<file path="src/ptpb_pkg.sv">
// constants, register map and types for the patch thread payload builder
//
// Overview of operation
// - control points go by value, by handle, or both in one payload
// - dword six bit 31 asks for handle release back to the stage
// - dword six bits 23:0 carry a unique hardware thread number
// - dword five bits 31:10 carry the 1KB aligned scratch offset
// - each thread gets a free seven bit tag, freed on completion
// - dword four bits 31:5 carry binding table offset, 4:0 zero
// - dword three bits 31:5 carry the sampler state table offset
// - four bit scratch size, 0 to 11, passed on as information
// - dword two bits 31:24 carry the semaphore dword index
// - dword two bits 22:16 carry the instance number of the patch
// - dword two carries the four bit barrier index
// - dword two bits 11:0 carry the semaphore handle software set
// - dword one carries the full 32 bit primitive number
// - dword zero bits 15:0 carry the record handle, 31:16 zero
// - first handle register only with handle inclusion enabled
// - more handle registers when control points exceed 8, 16, 24
// - pushed constants follow, summed enabled read lengths
// - pushed vertex data follows, dwords packed back to back
// - tessellation engine is fixed function and spawns no thread
// - software tessellation mode reads ready topologies instead
// - identical inputs give identical output in identical order
// - without handle inclusion handles are freed after last instance
package ptpb_pkg;
    // register byte offsets
    localparam logic [7:0] OFS_CTRL = 8'h00;
    localparam logic [7:0] OFS_COUNT = 8'h04;
    localparam logic [7:0] OFS_CONST = 8'h08;
    localparam logic [7:0] OFS_VTX = 8'h0c;
    localparam logic [7:0] OFS_SAMP = 8'h10;
    localparam logic [7:0] OFS_BIND = 8'h14;
    localparam logic [7:0] OFS_SCR = 8'h18;
    localparam logic [7:0] OFS_SEMA = 8'h1c;
    localparam logic [7:0] OFS_STAT = 8'h20;
    localparam logic [31:0] RST_VAL = 32'h0000_0000;
    // control bits
    localparam int CTRL_INCL = 0;
    localparam int CTRL_SWT = 1;
    localparam int CTRL_TEN = 2;
    // count register fields, and the constant buffer enable bits of the constant register
    localparam int ICP_LSB = 0;
    localparam int INST_LSB = 8;
    localparam int CEN_LSB = 24;
    // payload field positions
    localparam int DEREF_BIT = 31;
    localparam int TID_W = 24;
    localparam int TAG_W = 7;
    localparam int SCR_LSB = 10;
    localparam int PTR_LSB = 5;
    localparam int SEMI_LSB = 24;
    localparam int INSTN_LSB = 16;
    localparam int BAR_LSB = 12;
    localparam int SEMH_W = 12;
    localparam int HND_W = 16;
    localparam int SSZ_W = 4;
    localparam int ICP_W = 6;
    localparam int CLEN_W = 6;
    localparam int NUM_CBUF = 4;
    localparam int REG_SH = 3;
    localparam int CNT_W = 14;
    localparam logic [1:0] HTRANS_NONSEQ = 2'b10;
    typedef enum logic [2:0] {
        PTPB_IDLE = 3'b000,
        PTPB_ALLOC = 3'b001,
        PTPB_HDR = 3'b010,
        PTPB_HND = 3'b011,
        PTPB_CST = 3'b100,
        PTPB_VTX = 3'b101
    } ptpb_state_e;
endpackage : ptpb_pkg

</file>
<file path="src/ptpb_builder.sv">
// patch thread payload builder with its register slave
//
// Our own choices: the placing of the registers and the AHB-Lite interface to the registers.
`timescale 1ns/1ps
module ptpb_builder #(
    parameter int MAX_ICP = 32,
    parameter int TAGS = 128
) (
    input wire logic MCLK,
    input wire logic SYS_RST,
    input wire logic HSEL,
    input wire logic [31:0] HADDR,
    input wire logic [1:0] HTRANS,
    input wire logic HWRITE,
    input wire logic [2:0] HSIZE,
    input wire logic [31:0] HWDATA,
    input wire logic HREADY,
    output logic [31:0] HRDATA,
    output logic HREADYOUT,
    output logic HRESP,
    input wire logic ICP_WE,
    input wire logic [4:0] ICP_IDX,
    input wire logic [15:0] ICP_HID,
    input wire logic [15:0] ICP_HND,
    input wire logic DISP_VALID,
    output logic DISP_READY,
    input wire logic [31:0] DISP_PRIM,
    input wire logic [15:0] DISP_PDR,
    input wire logic SRC_VALID,
    output logic SRC_READY,
    input wire logic [31:0] SRC_DATA,
    output logic PL_VALID,
    input wire logic PL_READY,
    output logic [31:0] PL_DATA,
    output logic PL_LAST,
    input wire logic THR_DONE,
    input wire logic [6:0] THR_TAG,
    input wire logic THR_DEREF,
    input wire logic [23:0] THR_TID,
    output logic DEREF_VALID,
    output logic [23:0] DEREF_TID,
    output logic ICP_RELEASE,
    output logic TE_ENABLE,
    output logic TE_SW_MODE
);
    import ptpb_pkg::*;

    logic [31:0] ctrl_reg, count_reg, const_reg, vtx_reg;
    logic [31:0] samp_reg, bind_reg, scr_reg, sema_reg;
    logic [31:0] icp_mem [MAX_ICP];
    logic [7:0] wadr_reg;
    logic wr_reg;
    logic [31:0] rdat_next;
    ptpb_state_e st_reg, st_next;
    logic [CNT_W-1:0] idx_reg;
    logic [6:0] inst_reg, tag_reg;
    logic [TID_W-1:0] tid_reg;
    logic [31:0] prim_reg;
    logic [15:0] pdr_reg;
    logic [31:0] hdr_dw, dw_next;
    logic pl_valid_reg, pl_last_reg;
    logic [31:0] pl_data_reg;
    ptpb_state_e pl_kind_reg;
    logic [2:0] pl_idx_reg;
    logic deref_reg, rel_reg;
    logic [23:0] deref_tid_reg;
    logic tag_avail;
    logic [6:0] tag_free;
    logic [TAG_W:0] tags_used;
    logic can, emit, sec_end, inst_end, take;
    logic [ICP_W-1:0] icp_cnt;
    logic [CNT_W-1:0] hnd_dw, cst_dw, vtx_dw, sec_len;
    logic [CLEN_W+1:0] cst_regs;
    logic incl;

    // slave never stalls, so status is always OKAY with no wait
    assign HREADYOUT = 1'b1;
    assign HRESP = 1'b0;

    // address phase capture for writes
    always_ff @(posedge MCLK) begin
        if (SYS_RST) begin
            wr_reg <= 1'b0;
            wadr_reg <= '0;
        end else if (HREADY) begin
            wr_reg <= HSEL && HTRANS == HTRANS_NONSEQ && HWRITE;
            wadr_reg <= HADDR[7:0];
        end
    end

    // data phase register writes, unmapped addresses ignored
    always_ff @(posedge MCLK) begin
        if (SYS_RST) begin
            ctrl_reg <= RST_VAL;
            count_reg <= RST_VAL;
            const_reg <= RST_VAL;
            vtx_reg <= RST_VAL;
            samp_reg <= RST_VAL;
            bind_reg <= RST_VAL;
            scr_reg <= RST_VAL;
            sema_reg <= RST_VAL;
        end else if (wr_reg) begin
            unique case (wadr_reg)
                OFS_CTRL: ctrl_reg <= HWDATA;
                OFS_COUNT: count_reg <= HWDATA;
                OFS_CONST: const_reg <= HWDATA;
                OFS_VTX: vtx_reg <= HWDATA;
                OFS_SAMP: samp_reg <= HWDATA;
                OFS_BIND: bind_reg <= HWDATA;
                OFS_SCR: scr_reg <= HWDATA;
                OFS_SEMA: sema_reg <= HWDATA;
                default: ;
            endcase
        end
    end

    // read mux, data sampled at address phase for zero wait
    always_comb begin
        unique case (HADDR[7:0])
            OFS_CTRL: rdat_next = ctrl_reg;
            OFS_COUNT: rdat_next = count_reg;
            OFS_CONST: rdat_next = const_reg;
            OFS_VTX: rdat_next = vtx_reg;
            OFS_SAMP: rdat_next = samp_reg;
            OFS_BIND: rdat_next = bind_reg;
            OFS_SCR: rdat_next = scr_reg;
            OFS_SEMA: rdat_next = sema_reg;
            OFS_STAT: rdat_next = {tid_reg[TID_W-2:0], tags_used,
                st_reg != PTPB_IDLE};
            default: rdat_next = '0;
        endcase
    end

    always_ff @(posedge MCLK) begin
        if (SYS_RST)
            HRDATA <= '0;
        else if (HREADY && HSEL && HTRANS == HTRANS_NONSEQ && !HWRITE)
            HRDATA <= rdat_next;
    end

    assign TE_ENABLE = ctrl_reg[CTRL_TEN];
    assign TE_SW_MODE = ctrl_reg[CTRL_SWT];

    // handle table, written by the fetch side before dispatch
    always_ff @(posedge MCLK) begin
        if (ICP_WE)
            icp_mem[ICP_IDX] <= {ICP_HID, ICP_HND};
    end

    // section lengths in dwords
    assign incl = ctrl_reg[CTRL_INCL];
    assign icp_cnt = count_reg[ICP_LSB +: ICP_W];
    // one register per eight points
    // widened first: a full 32-point count must not wrap to zero
    assign hnd_dw = incl
        ? (CNT_W'(icp_cnt) + CNT_W'(7)) >> REG_SH << REG_SH : '0;
    always_comb begin
        cst_regs = '0;
        for (int b = 0; b < NUM_CBUF; b++) begin
            if (const_reg[CEN_LSB + b])
                cst_regs = cst_regs + (CLEN_W + 2)'(
                    const_reg[b * CLEN_W +: CLEN_W]);
        end
    end
    assign cst_dw = CNT_W'(cst_regs) << REG_SH;
    assign vtx_dw = CNT_W'(icp_cnt) * CNT_W'(vtx_reg[7:0]);

    always_comb begin
        unique case (st_reg)
            PTPB_HDR: sec_len = CNT_W'(8);
            PTPB_HND: sec_len = hnd_dw;
            PTPB_CST: sec_len = cst_dw;
            PTPB_VTX: sec_len = vtx_dw;
            default: sec_len = '0;
        endcase
    end

    // output slot free, and which sections still move
    assign can = !pl_valid_reg || PL_READY;
    assign emit = can && (st_reg == PTPB_HDR || st_reg == PTPB_HND ||
        ((st_reg == PTPB_CST || st_reg == PTPB_VTX) && SRC_VALID));
    assign SRC_READY = can && (st_reg == PTPB_CST || st_reg == PTPB_VTX);
    assign sec_end = emit && idx_reg == sec_len - 1'b1;
    assign inst_end = inst_reg == count_reg[INST_LSB +: 7];
    assign take = st_reg == PTPB_ALLOC;
    assign DISP_READY = st_reg == PTPB_IDLE;

    ptpb_hdr_fmt u_hdr (
        .idx(idx_reg[2:0]),
        .pdr_handle(pdr_reg),
        .prim_id(prim_reg),
        .sema_reg(sema_reg),
        .inst_num(inst_reg),
        .samp_reg(samp_reg),
        .bind_reg(bind_reg),
        .scr_reg(scr_reg),
        .tag(tag_reg),
        .deref(incl && inst_end),
        .tid(tid_reg),
        .dw(hdr_dw)
    );

    ptpb_tag_alloc #(.TAGS(TAGS)) u_tag (
        .clk(MCLK),
        .rst(SYS_RST),
        .take(take),
        .give(THR_DONE),
        .give_tag(THR_TAG),
        .avail(tag_avail),
        .tag(tag_free),
        .used(tags_used)
    );

    always_comb begin
        unique case (st_reg)
            PTPB_HDR: dw_next = hdr_dw;
            PTPB_HND: dw_next = idx_reg < CNT_W'(icp_cnt)
                ? icp_mem[idx_reg[4:0]] : '0;
            default: dw_next = SRC_DATA;
        endcase
    end

    always_comb begin
        st_next = st_reg;
        unique case (st_reg)
            PTPB_IDLE: if (DISP_VALID) st_next = PTPB_ALLOC;
            PTPB_ALLOC: if (tag_avail) st_next = PTPB_HDR;
            PTPB_HDR, PTPB_HND, PTPB_CST, PTPB_VTX: begin
                if (sec_end || sec_len == '0) begin
                    if (st_reg == PTPB_HDR && hnd_dw != '0)
                        st_next = PTPB_HND;
                    else if (st_reg < PTPB_CST && cst_dw != '0)
                        st_next = PTPB_CST;
                    else if (st_reg < PTPB_VTX && vtx_dw != '0)
                        st_next = PTPB_VTX;
                    else
                        st_next = inst_end ? PTPB_IDLE : PTPB_ALLOC;
                end
            end
            default: st_next = PTPB_IDLE;
        endcase
    end

    always_ff @(posedge MCLK) begin
        if (SYS_RST)
            st_reg <= PTPB_IDLE;
        else
            st_reg <= st_next;
    end

    // dword index within a section
    always_ff @(posedge MCLK) begin
        if (SYS_RST || st_next != st_reg)
            idx_reg <= '0;
        else if (emit)
            idx_reg <= idx_reg + 1'b1;
    end

    // dispatch capture, instance and tag bookkeeping
    always_ff @(posedge MCLK) begin
        if (SYS_RST) begin
            prim_reg <= '0;
            pdr_reg <= '0;
            inst_reg <= '0;
            tag_reg <= '0;
            tid_reg <= '0;
        end else begin
            if (st_reg == PTPB_IDLE && DISP_VALID) begin
                prim_reg <= DISP_PRIM;
                pdr_reg <= DISP_PDR;
                inst_reg <= '0;
            end
            if (take && tag_avail) begin
                tag_reg <= tag_free;
                tid_reg <= tid_reg + 1'b1;
            end
            if (st_reg >= PTPB_HDR && st_next == PTPB_ALLOC)
                inst_reg <= inst_reg + 1'b1;
        end
    end

    // registered output stream, last marks the thread's final dword
    always_ff @(posedge MCLK) begin
        if (SYS_RST) begin
            pl_valid_reg <= 1'b0;
            pl_data_reg <= '0;
            pl_last_reg <= 1'b0;
            pl_kind_reg <= PTPB_IDLE;
            pl_idx_reg <= '0;
        end else if (can) begin
            pl_valid_reg <= emit;
            if (emit) begin
                pl_data_reg <= dw_next;
                pl_kind_reg <= st_reg;
                pl_idx_reg <= idx_reg[2:0];
                pl_last_reg <= sec_end &&
                    (st_next == PTPB_IDLE || st_next == PTPB_ALLOC);
            end
        end
    end
    assign PL_VALID = pl_valid_reg;
    assign PL_DATA = pl_data_reg;
    assign PL_LAST = pl_last_reg;

    always_ff @(posedge MCLK) begin
        if (SYS_RST) begin
            deref_reg <= 1'b0;
            deref_tid_reg <= '0;
        end else begin
            deref_reg <= THR_DONE && THR_DEREF;
            if (THR_DONE && THR_DEREF)
                deref_tid_reg <= THR_TID;
        end
    end
    assign DEREF_VALID = deref_reg;
    assign DEREF_TID = deref_tid_reg;

    always_ff @(posedge MCLK) begin
        if (SYS_RST)
            rel_reg <= 1'b0;
        else
            rel_reg <= !incl && st_reg >= PTPB_HDR &&
                st_next == PTPB_IDLE;
    end
    assign ICP_RELEASE = rel_reg;
endmodule : ptpb_builder

</file>
<file path="src/ptpb_hdr_fmt.sv">
// formats one header dword of the thread payload
`timescale 1ns/1ps
module ptpb_hdr_fmt (
    input wire logic [2:0] idx,
    input wire logic [15:0] pdr_handle,
    input wire logic [31:0] prim_id,
    input wire logic [31:0] sema_reg,
    input wire logic [6:0] inst_num,
    input wire logic [31:0] samp_reg,
    input wire logic [31:0] bind_reg,
    input wire logic [31:0] scr_reg,
    input wire logic [6:0] tag,
    input wire logic deref,
    input wire logic [23:0] tid,
    output logic [31:0] dw
);
    import ptpb_pkg::*;
    always_comb begin
        dw = '0;
        unique case (idx)
            3'h0: dw[HND_W-1:0] = pdr_handle;
            3'h1: dw = prim_id;
            3'h2: begin
                dw[31:SEMI_LSB] = sema_reg[31:SEMI_LSB];
                dw[22:INSTN_LSB] = inst_num;
                dw[15:BAR_LSB] = sema_reg[15:BAR_LSB];
                dw[SEMH_W-1:0] = sema_reg[SEMH_W-1:0];
            end
            3'h3: begin
                dw[31:PTR_LSB] = samp_reg[31:PTR_LSB];
                dw[SSZ_W-1:0] = scr_reg[SSZ_W-1:0];
            end
            3'h4: dw[31:PTR_LSB] = bind_reg[31:PTR_LSB];
            3'h5: begin
                dw[31:SCR_LSB] = scr_reg[31:SCR_LSB];
                dw[TAG_W-1:0] = tag;
            end
            3'h6: begin
                dw[DEREF_BIT] = deref;
                dw[TID_W-1:0] = tid;
            end
            3'h7: dw = '0;
        endcase
    end
endmodule : ptpb_hdr_fmt

</file>
<file path="src/ptpb_tag_alloc.sv">
// relative thread tag allocator with a free map
`timescale 1ns/1ps
module ptpb_tag_alloc #(
    parameter int TAGS = 128
) (
    input wire logic clk,
    input wire logic rst,
    input wire logic take,
    input wire logic give,
    input wire logic [ptpb_pkg::TAG_W-1:0] give_tag,
    output logic avail,
    output logic [ptpb_pkg::TAG_W-1:0] tag,
    output logic [ptpb_pkg::TAG_W:0] used
);
    logic [TAGS-1:0] busy_reg;
    logic [ptpb_pkg::TAG_W:0] used_reg;

    // lowest free tag wins, so allocation order is repeatable
    always_comb begin
        avail = 1'b0;
        tag = '0;
        for (int i = TAGS - 1; i >= 0; i--) begin
            if (!busy_reg[i]) begin
                avail = 1'b1;
                tag = ptpb_pkg::TAG_W'(i);
            end
        end
    end

    always_ff @(posedge clk) begin
        if (rst) begin
            busy_reg <= '0;
        end else begin
            if (give)
                busy_reg[give_tag] <= 1'b0;
            if (take && avail)
                busy_reg[tag] <= 1'b1;
        end
    end

    // in-use count for status
    always_ff @(posedge clk) begin
        if (rst)
            used_reg <= '0;
        else if ((take && avail) && !(give && busy_reg[give_tag]))
            used_reg <= used_reg + 1'b1;
        else if (!(take && avail) && give && busy_reg[give_tag])
            used_reg <= used_reg - 1'b1;
    end
    assign used = used_reg;
endmodule : ptpb_tag_alloc

</file>
<file path="config.mk">
export PLATFORM = sky130hd
export DESIGN_NAME = ptpb_builder
export DESIGN_NICKNAME = d
export VERILOG_FILES = /design/src/ptpb_pkg.sv /design/src/ptpb_builder.sv /design/src/ptpb_hdr_fmt.sv /design/src/ptpb_tag_alloc.sv
export SDC_FILE = /design/constraint.sdc
export NUM_CORES = 2
export LEC_CHECK = 0
export ABC_AREA = 1
export BUFFER_PORTS_ARGS = -buffer_cell sky130_fd_sc_hd__buf_2
export CAP_MARGIN = 40
export CORE_AREA = 2 2 429 431
export DETAILED_ROUTE_END_ITERATION = 12
export DIE_AREA = 0 0 431 433
export GPL_ROUTABILITY_DRIVEN = 0
export PLACE_DENSITY_LB_ADDON = 0.15
export SLEW_MARGIN = 10
export SYNTH_ARGS = -nofsm -noshare
export SYNTH_HDL_FRONTEND = slang
export SYNTH_HIERARCHICAL = 1
export SYNTH_SLANG_ARGS = --single-unit
</file>
<file path="constraint.sdc">
create_clock -name MCLK -period 6.2 [get_ports MCLK]
set_input_delay 1.24 -clock MCLK [delete_from_list [all_inputs] [get_ports MCLK]]
set_output_delay 1.24 -clock MCLK [all_outputs]
set_load 0.01 [all_outputs]
</file>
* Word-level counts from Yosys, hierarchy flattened *
Memory sizes are Yosys's and may differ from the RTL's. A register that Yosys moved wholly into a read port is not among the register bits.
Cells that the tools add are included.

cells by class
  add/subtract/negate cells = 10
  $mul = 1
  magnitude comparators = 8
  equality and inequality tests = 32
  multiplexer cells = 299
  bitwise operators = 3
  reduce and logical (&&, ||, !) cells = 60

operators by type and width
  kind                                           count
  two-way mux 7 bit                              131
  two-way mux 128 bit                            3
  one-hot mux 32 bit (9 select lines)            1
  two-way mux 1 bit                              134
  bitwise AND 128 bit                            1
  inverter 128 bit                               1
  OR 128 bit                                     1
  == test 8 x 5 -> 1 bit, second input constant  8
  one-hot mux 32 bit (2 select lines)            1
  one-hot mux 14 bit (4 select lines)            1
  one-hot mux 6 bit (8 select lines)             1
  one-hot mux 7 bit (6 select lines)             1
  nonzero test 14 bit                            3
  two-way mux 8 bit                              5
  one-hot mux 7 bit (5 select lines)             1
  == test 8 x 4 -> 1 bit, second input constant  4
  two-way mux 32 bit                             1
  logical AND 1 bit                              26
  adder 24 x 1 -> 24 bit, second input constant  1
  adder 8 x 6 -> 8 bit                           3
  one-hot mux 4 bit (6 select lines)             1
  == test 3 bit, second input constant           6
  two-way mux 3 bit                              6
  one-hot mux 3 bit (6 select lines)             1
  other kinds (37)                               71

word-level totals
  register bits = 596
  RAM bits = 1024
  bits of input ports = 228
  output and inout port bits = 98
  logic and storage cells = 440
  memories kept = 1

memory list
  name     depth  width  rd ports  clocked after memory_dff  wr ports  RTL line            source
  icp_mem  32     32     1         1                         1         ptpb_builder.sv:50  logic [31:0] icp_mem [MAX_ICP];

* Longest topological paths before layout *
  depth after elaboration = 134
  mapped depth = 132
  depth with buffers taken out = 131

* Modules after synthesis *
Netlist, hierarchy kept.

by module, submodules not included
  module          times used  cells an instance  area an instance (µm²)  sequential area each (µm²)
  ptpb_builder    1           6015               62541.2                 40058.4
  ptpb_tag_alloc  1           1202               7996.4                  2722.6
  ptpb_hdr_fmt    1           406                2018.2                  0.0

* Worst setup path before layout *
Ideal clock, no wire load.

  path type = reg-to-reg
  start point = reg u_tag.busy_reg[127]
  end point = reg u_tag.busy_reg[36]
  setup time = 70 ps
  data arrival time = 6386 ps
  data required time = 6130 ps
  setup slack = -257 ps
  cell stages (with the launch flop) = 133
  path buffers = 2
  period minus slack after synthesis = 6457 ps
  cell sequence = dfxtp_1 > inv_2 > nand2_1 > nand2_1 > nand2_1 > nand2_1 > nand2_1 > nand2_1 > nand2_1 > nand2_1 > nand2_1 > nand2_1 > nand2_1 > nand2_1 > nand2_1 > nand2_1 > nand2_1 > nand2_1 > [97 not listed] > nand2_1 > nand2_1 > nand2_1 > nand2_1 > nand2_1 > nand2_1 > nand2_1 > nand2_1 > nand2_1 > nand2_1 > nand2_1 > nand2_1 > nand2_1 > nand2_2 > buf_6 > buf_8 > nand3_1 > a21oi_1

on the way
  cells in the longest elaborated chain, start to end = 134
  elaborated cells between the ends (all ways) = 264
  those cells by class = 2 x order compare; 259 x mux; 1 x bitwise; 2 x reduce/logical

RTL lines
  item                                                                                                              RTL line              source
  from (decl)                                                                                                       ptpb_tag_alloc.sv:15  logic [TAGS-1:0] busy_reg;
  from (signal assigned)                                                                                            ptpb_tag_alloc.sv:32  busy_reg <= '0;
  from (signal, indexed assignment)                                                                                 ptpb_tag_alloc.sv:35  busy_reg[give_tag] <= 1'b0;
  from (signal, indexed assignment)                                                                                 ptpb_tag_alloc.sv:37  busy_reg[tag] <= 1'b1;
  two-way mux 7 bit (128 in series)                                                                                 ptpb_tag_alloc.sv:23  if (!busy_reg[i]) begin
  less-than comparator 7 x 8 -> 1 bit (implied by the code) / >= comparator 7 x 1 -> 1 bit (equally long branches)  ptpb_tag_alloc.sv:37
  logical AND 1 bit (implied by the code)                                                                           ptpb_tag_alloc.sv:37
  two-way mux 1 bit (implied by the code)                                                                           ptpb_tag_alloc.sv:37
  demux 1 bit (select 7 bit)                                                                                        -
  OR 128 bit (no line)                                                                                              -
  two-way mux 128 bit *                                                                                             ptpb_tag_alloc.sv:36  if (take && avail)

Every way passes the cells marked *; elsewhere a longest branch is shown, timed or not.
A chain may end at the register's enable or synchronous reset.

* Worst setup path in the final report *
  start point = reg u_tag.busy_reg[127]
  end point = reg u_tag.busy_reg[81]

The elaborated chain is that of the path after synthesis.

==> metrics <==
Synth async-reset ratio=0; syn_area_per_cell=9.52 um2; die width=431 um; final instance area=83600 um2; DRT iter0 DRCs=6501; Largest stage delay, worst path=0.32 ns; Worst path most repeated cell=nand2_1; Area Overhead vs Synth=15.2%; die area=187000 um2; vias post-DR=60118; largest net degree at the start of global routing=189; Yosys reg bits=1625; hold_sp=bind_reg[2]; min-delay worst type=flip-flop to flip-flop; Synth cell types=67; GRT Resource Usage Total=0.274; leakage=0.0305 uW; Synth Area in Compound Gates=0.170; # rows=157; Layout fillers=17210; WP data required=6.93 ns; top-area cell type share of the netlist area=0.424; dpl hpwl=162000 um; Post-synth EDFFs=1024; status=finished, violations left; Max-slew headroom=0.227; Final WS setup=-1.43 ns; violated checks=setup timing; Layout Skew=0.0254 ns; post-DR wirelength/cell=25.3 um; vias in the first global route=56625; main combinational cell family by area after synthesis=compound AO/OA/AOI/OAI gates; Main synth FF type=edfxtp_1; slowest CP cell=dfxtp_2; synth cell count leaders=nand2_1, a21oi_1, edfxtp_1; synthesized area=72600 um2; post-synthesis sequential area ratio=0.590; pwr/cell area=278 nW/um2; Final Cycle Share=1.23; Post-Syn Nets=7940; simple-gate area share of the yosys netlist=0.160; total gr overflow=0; Worst Hold Depth=2; Placement Cell Area=77400 um2; r2r endpoint=u_tag/busy_reg[81]; Setup violations, final=129; RSZ-0062 raised after global routing=true; most common cell in the netlist=nand2_1; DP Worst Slack=-1.38 ns; Combinational Power Share=0.050; chip height=433 um; core area=182000 um2; synth top area cells=edfxtp_1, dfxtp_1, nand2_1, a21oi_1, o21ai_0; final slew viol count=0; R2R setup slack=-1.43 ns; Reg-to-Reg Start=u_tag/busy_reg[127]; Worst-Margin Slew=1.16 ns; port bufs=296; Cells after Synth=7623; Synth Area in XOR/XNOR=0.00591; Worst VDD drop=0.226 mV; Max-cap violations=0; FF-to-FF path depth=131; Fin Setup TNS=-177.09 ns; DRT antenna net count=0; Switching Fraction=0.234; Worst Path Max Fanout=12; startpoint type of the worst setup path=flip-flop; via/cell ratio=5.79; Yosys warnings=6; Clk Tree Root Cell=clkbuf_16; post-synthesis mux area share=0; Final #Nets=8145; Yosys top cell by area=edfxtp_1; min Tclk post-route=7.63 ns; CTS buffer count=178; io pins=326; CTS tree=yes; Multi-input gate area=26300 um2; H-Tree Depth=4; Starting Density=0.398; drt pass-1 iters=6; Reg area=42800 um2; clock share of power=0.448; switching power=5440 uW; routed wire length=263000 um; DRC viols=0; CP Capture Type=flip-flop; crit path DAT=8.36 ns; wire length of the first global-routing pass=383000 um; Clock Tree Buf Depth=3; clock sink count=1625; max FFs per register=1024; Reg power frac=0.502; clk_lat worst skew=0.82 ns; Pint=17800 uW; post-synthesis adder-cell area fraction=0.0183; FMAX=131 MHz; hold path endpoint=bind_reg[2]; ratio of cells with drive above 1 in the final layout=0.123; initial antenna violation count=38; Reg clk slew, reported paths=0.06 ns; final hold vios=0; Crit Path Class=flip-flop to flip-flop
[worst max-delay path, delay by kind of cell (launching register included)]
| family | cells | cell delay, ns |
|---|---|---|
| simple gates | 127 | 6.64 |
| buf+inv | 3 | 0.38 |
| flops | 1 | 0.32 |
| compound gates | 1 | 0.17 |
[placed cells by master (no fill, tap or decap), types with 80 or more instances in the layout]
cell       synthesis  routed
dfxtp_1          601     592
buf_2              7     296
a221oi_1         115     115
nor2_1           463     421
inv_1            491     484
edfxtp_1        1024    1024
nand3_1          390     374
nand2_1         1580    1571
buf_4             16     160
a21oi_1         1072    1058
o22ai_1           85      85
nand4_1          125     125
a22oi_1           80      80
clkbuf_16          0     180
o21ai_0          510     508
[power by group through the flow]
| stage | combinational (uW) | clock, uW | sequential [uW] |
|---|---|---|---|
| CTS | 1130 | 10600 | 11700 |
| global placement | 1080 | 0 | 11900 |
| floorplan | 577 | 0 | 11900 |
| detailed placement | 1110 | 0 | 11900 |
| finish | 1160 | 10400 | 11700 |
| global route | 1250 | 11000 | 11700 |
[area by class of cell]
type	instances	share of cell area
sequential	1625	0.512
multi-input combinational	4999	0.314
clock buffer	252	0.0585
timing repair buffer	512	0.0461
tap	2385	0.0357
inverter	512	0.0235
clock inverter	84	0.00934
antenna	15	0.000449
[repair_timing]
action                                  CTS  global route
hold endpoints to repair                  0             0
pin swaps                                 2             9
hold buffers                              0             0
gates cloned                              3             3
resized for setup                        25            43
endpoints found under the setup margin  129           158
setup buffers                             4             1
[metrics by stage]
step	power (uW)	hold slack [ns]	instances	util
floorplan	12500	0.422	7623	-
global placement	13000	0.434	9992	0.422
detailed placement	13000	0.437	10022	0.425
CTS	23400	0.446	10365	0.458
global route	23900	0.462	10383	0.459
finish	23300	0.448	10384	0.459
[kinds of logic (layout without fill, tap and decap cells)]
group	after synthesis	count (layout)
compound gates	2133	2133
xor+xnor	49	49
fa+ha+maj	89	89
buf+inv	1000	1360
flops	1625	1625
other cells	2	17
simple gates	2725	2726
[how the worst max path moves through the flow]
stage | from | to | slack (ns) | cells after the start
6_report | u_tag/busy_reg[127] | u_tag/busy_reg[81] | -1.43 | 131
3_3_place_gp | u_tag/busy_reg[127] | u_tag/busy_reg[115] | -1.66 | 130
4_1_cts | u_tag/busy_reg[127] | u_tag/busy_reg[93] | -1.36 | 131
5_1_grt | u_tag/busy_reg[127] | u_tag/busy_reg[127] | -2.58 | 131
2_1_floorplan | u_tag/busy_reg[127] | u_tag/busy_reg[36] | -0.23 | 132
3_5_place_dp | u_tag/busy_reg[127] | u_tag/busy_reg[127] | -1.38 | 130
[routing by layer]
layer | share of wire | global-route usage | up-vias
li1 | - | - | 27422
met1 | 0.42 | 0.371 | 29671
met2 | 0.46 | 0.440 | 2482
met3 | 0.072 | 0.0391 | 527
met4 | 0.045 | 0.119 | 16
met5 | 0.00047 | 0 | -
Power figures use the tool's default switching activity.
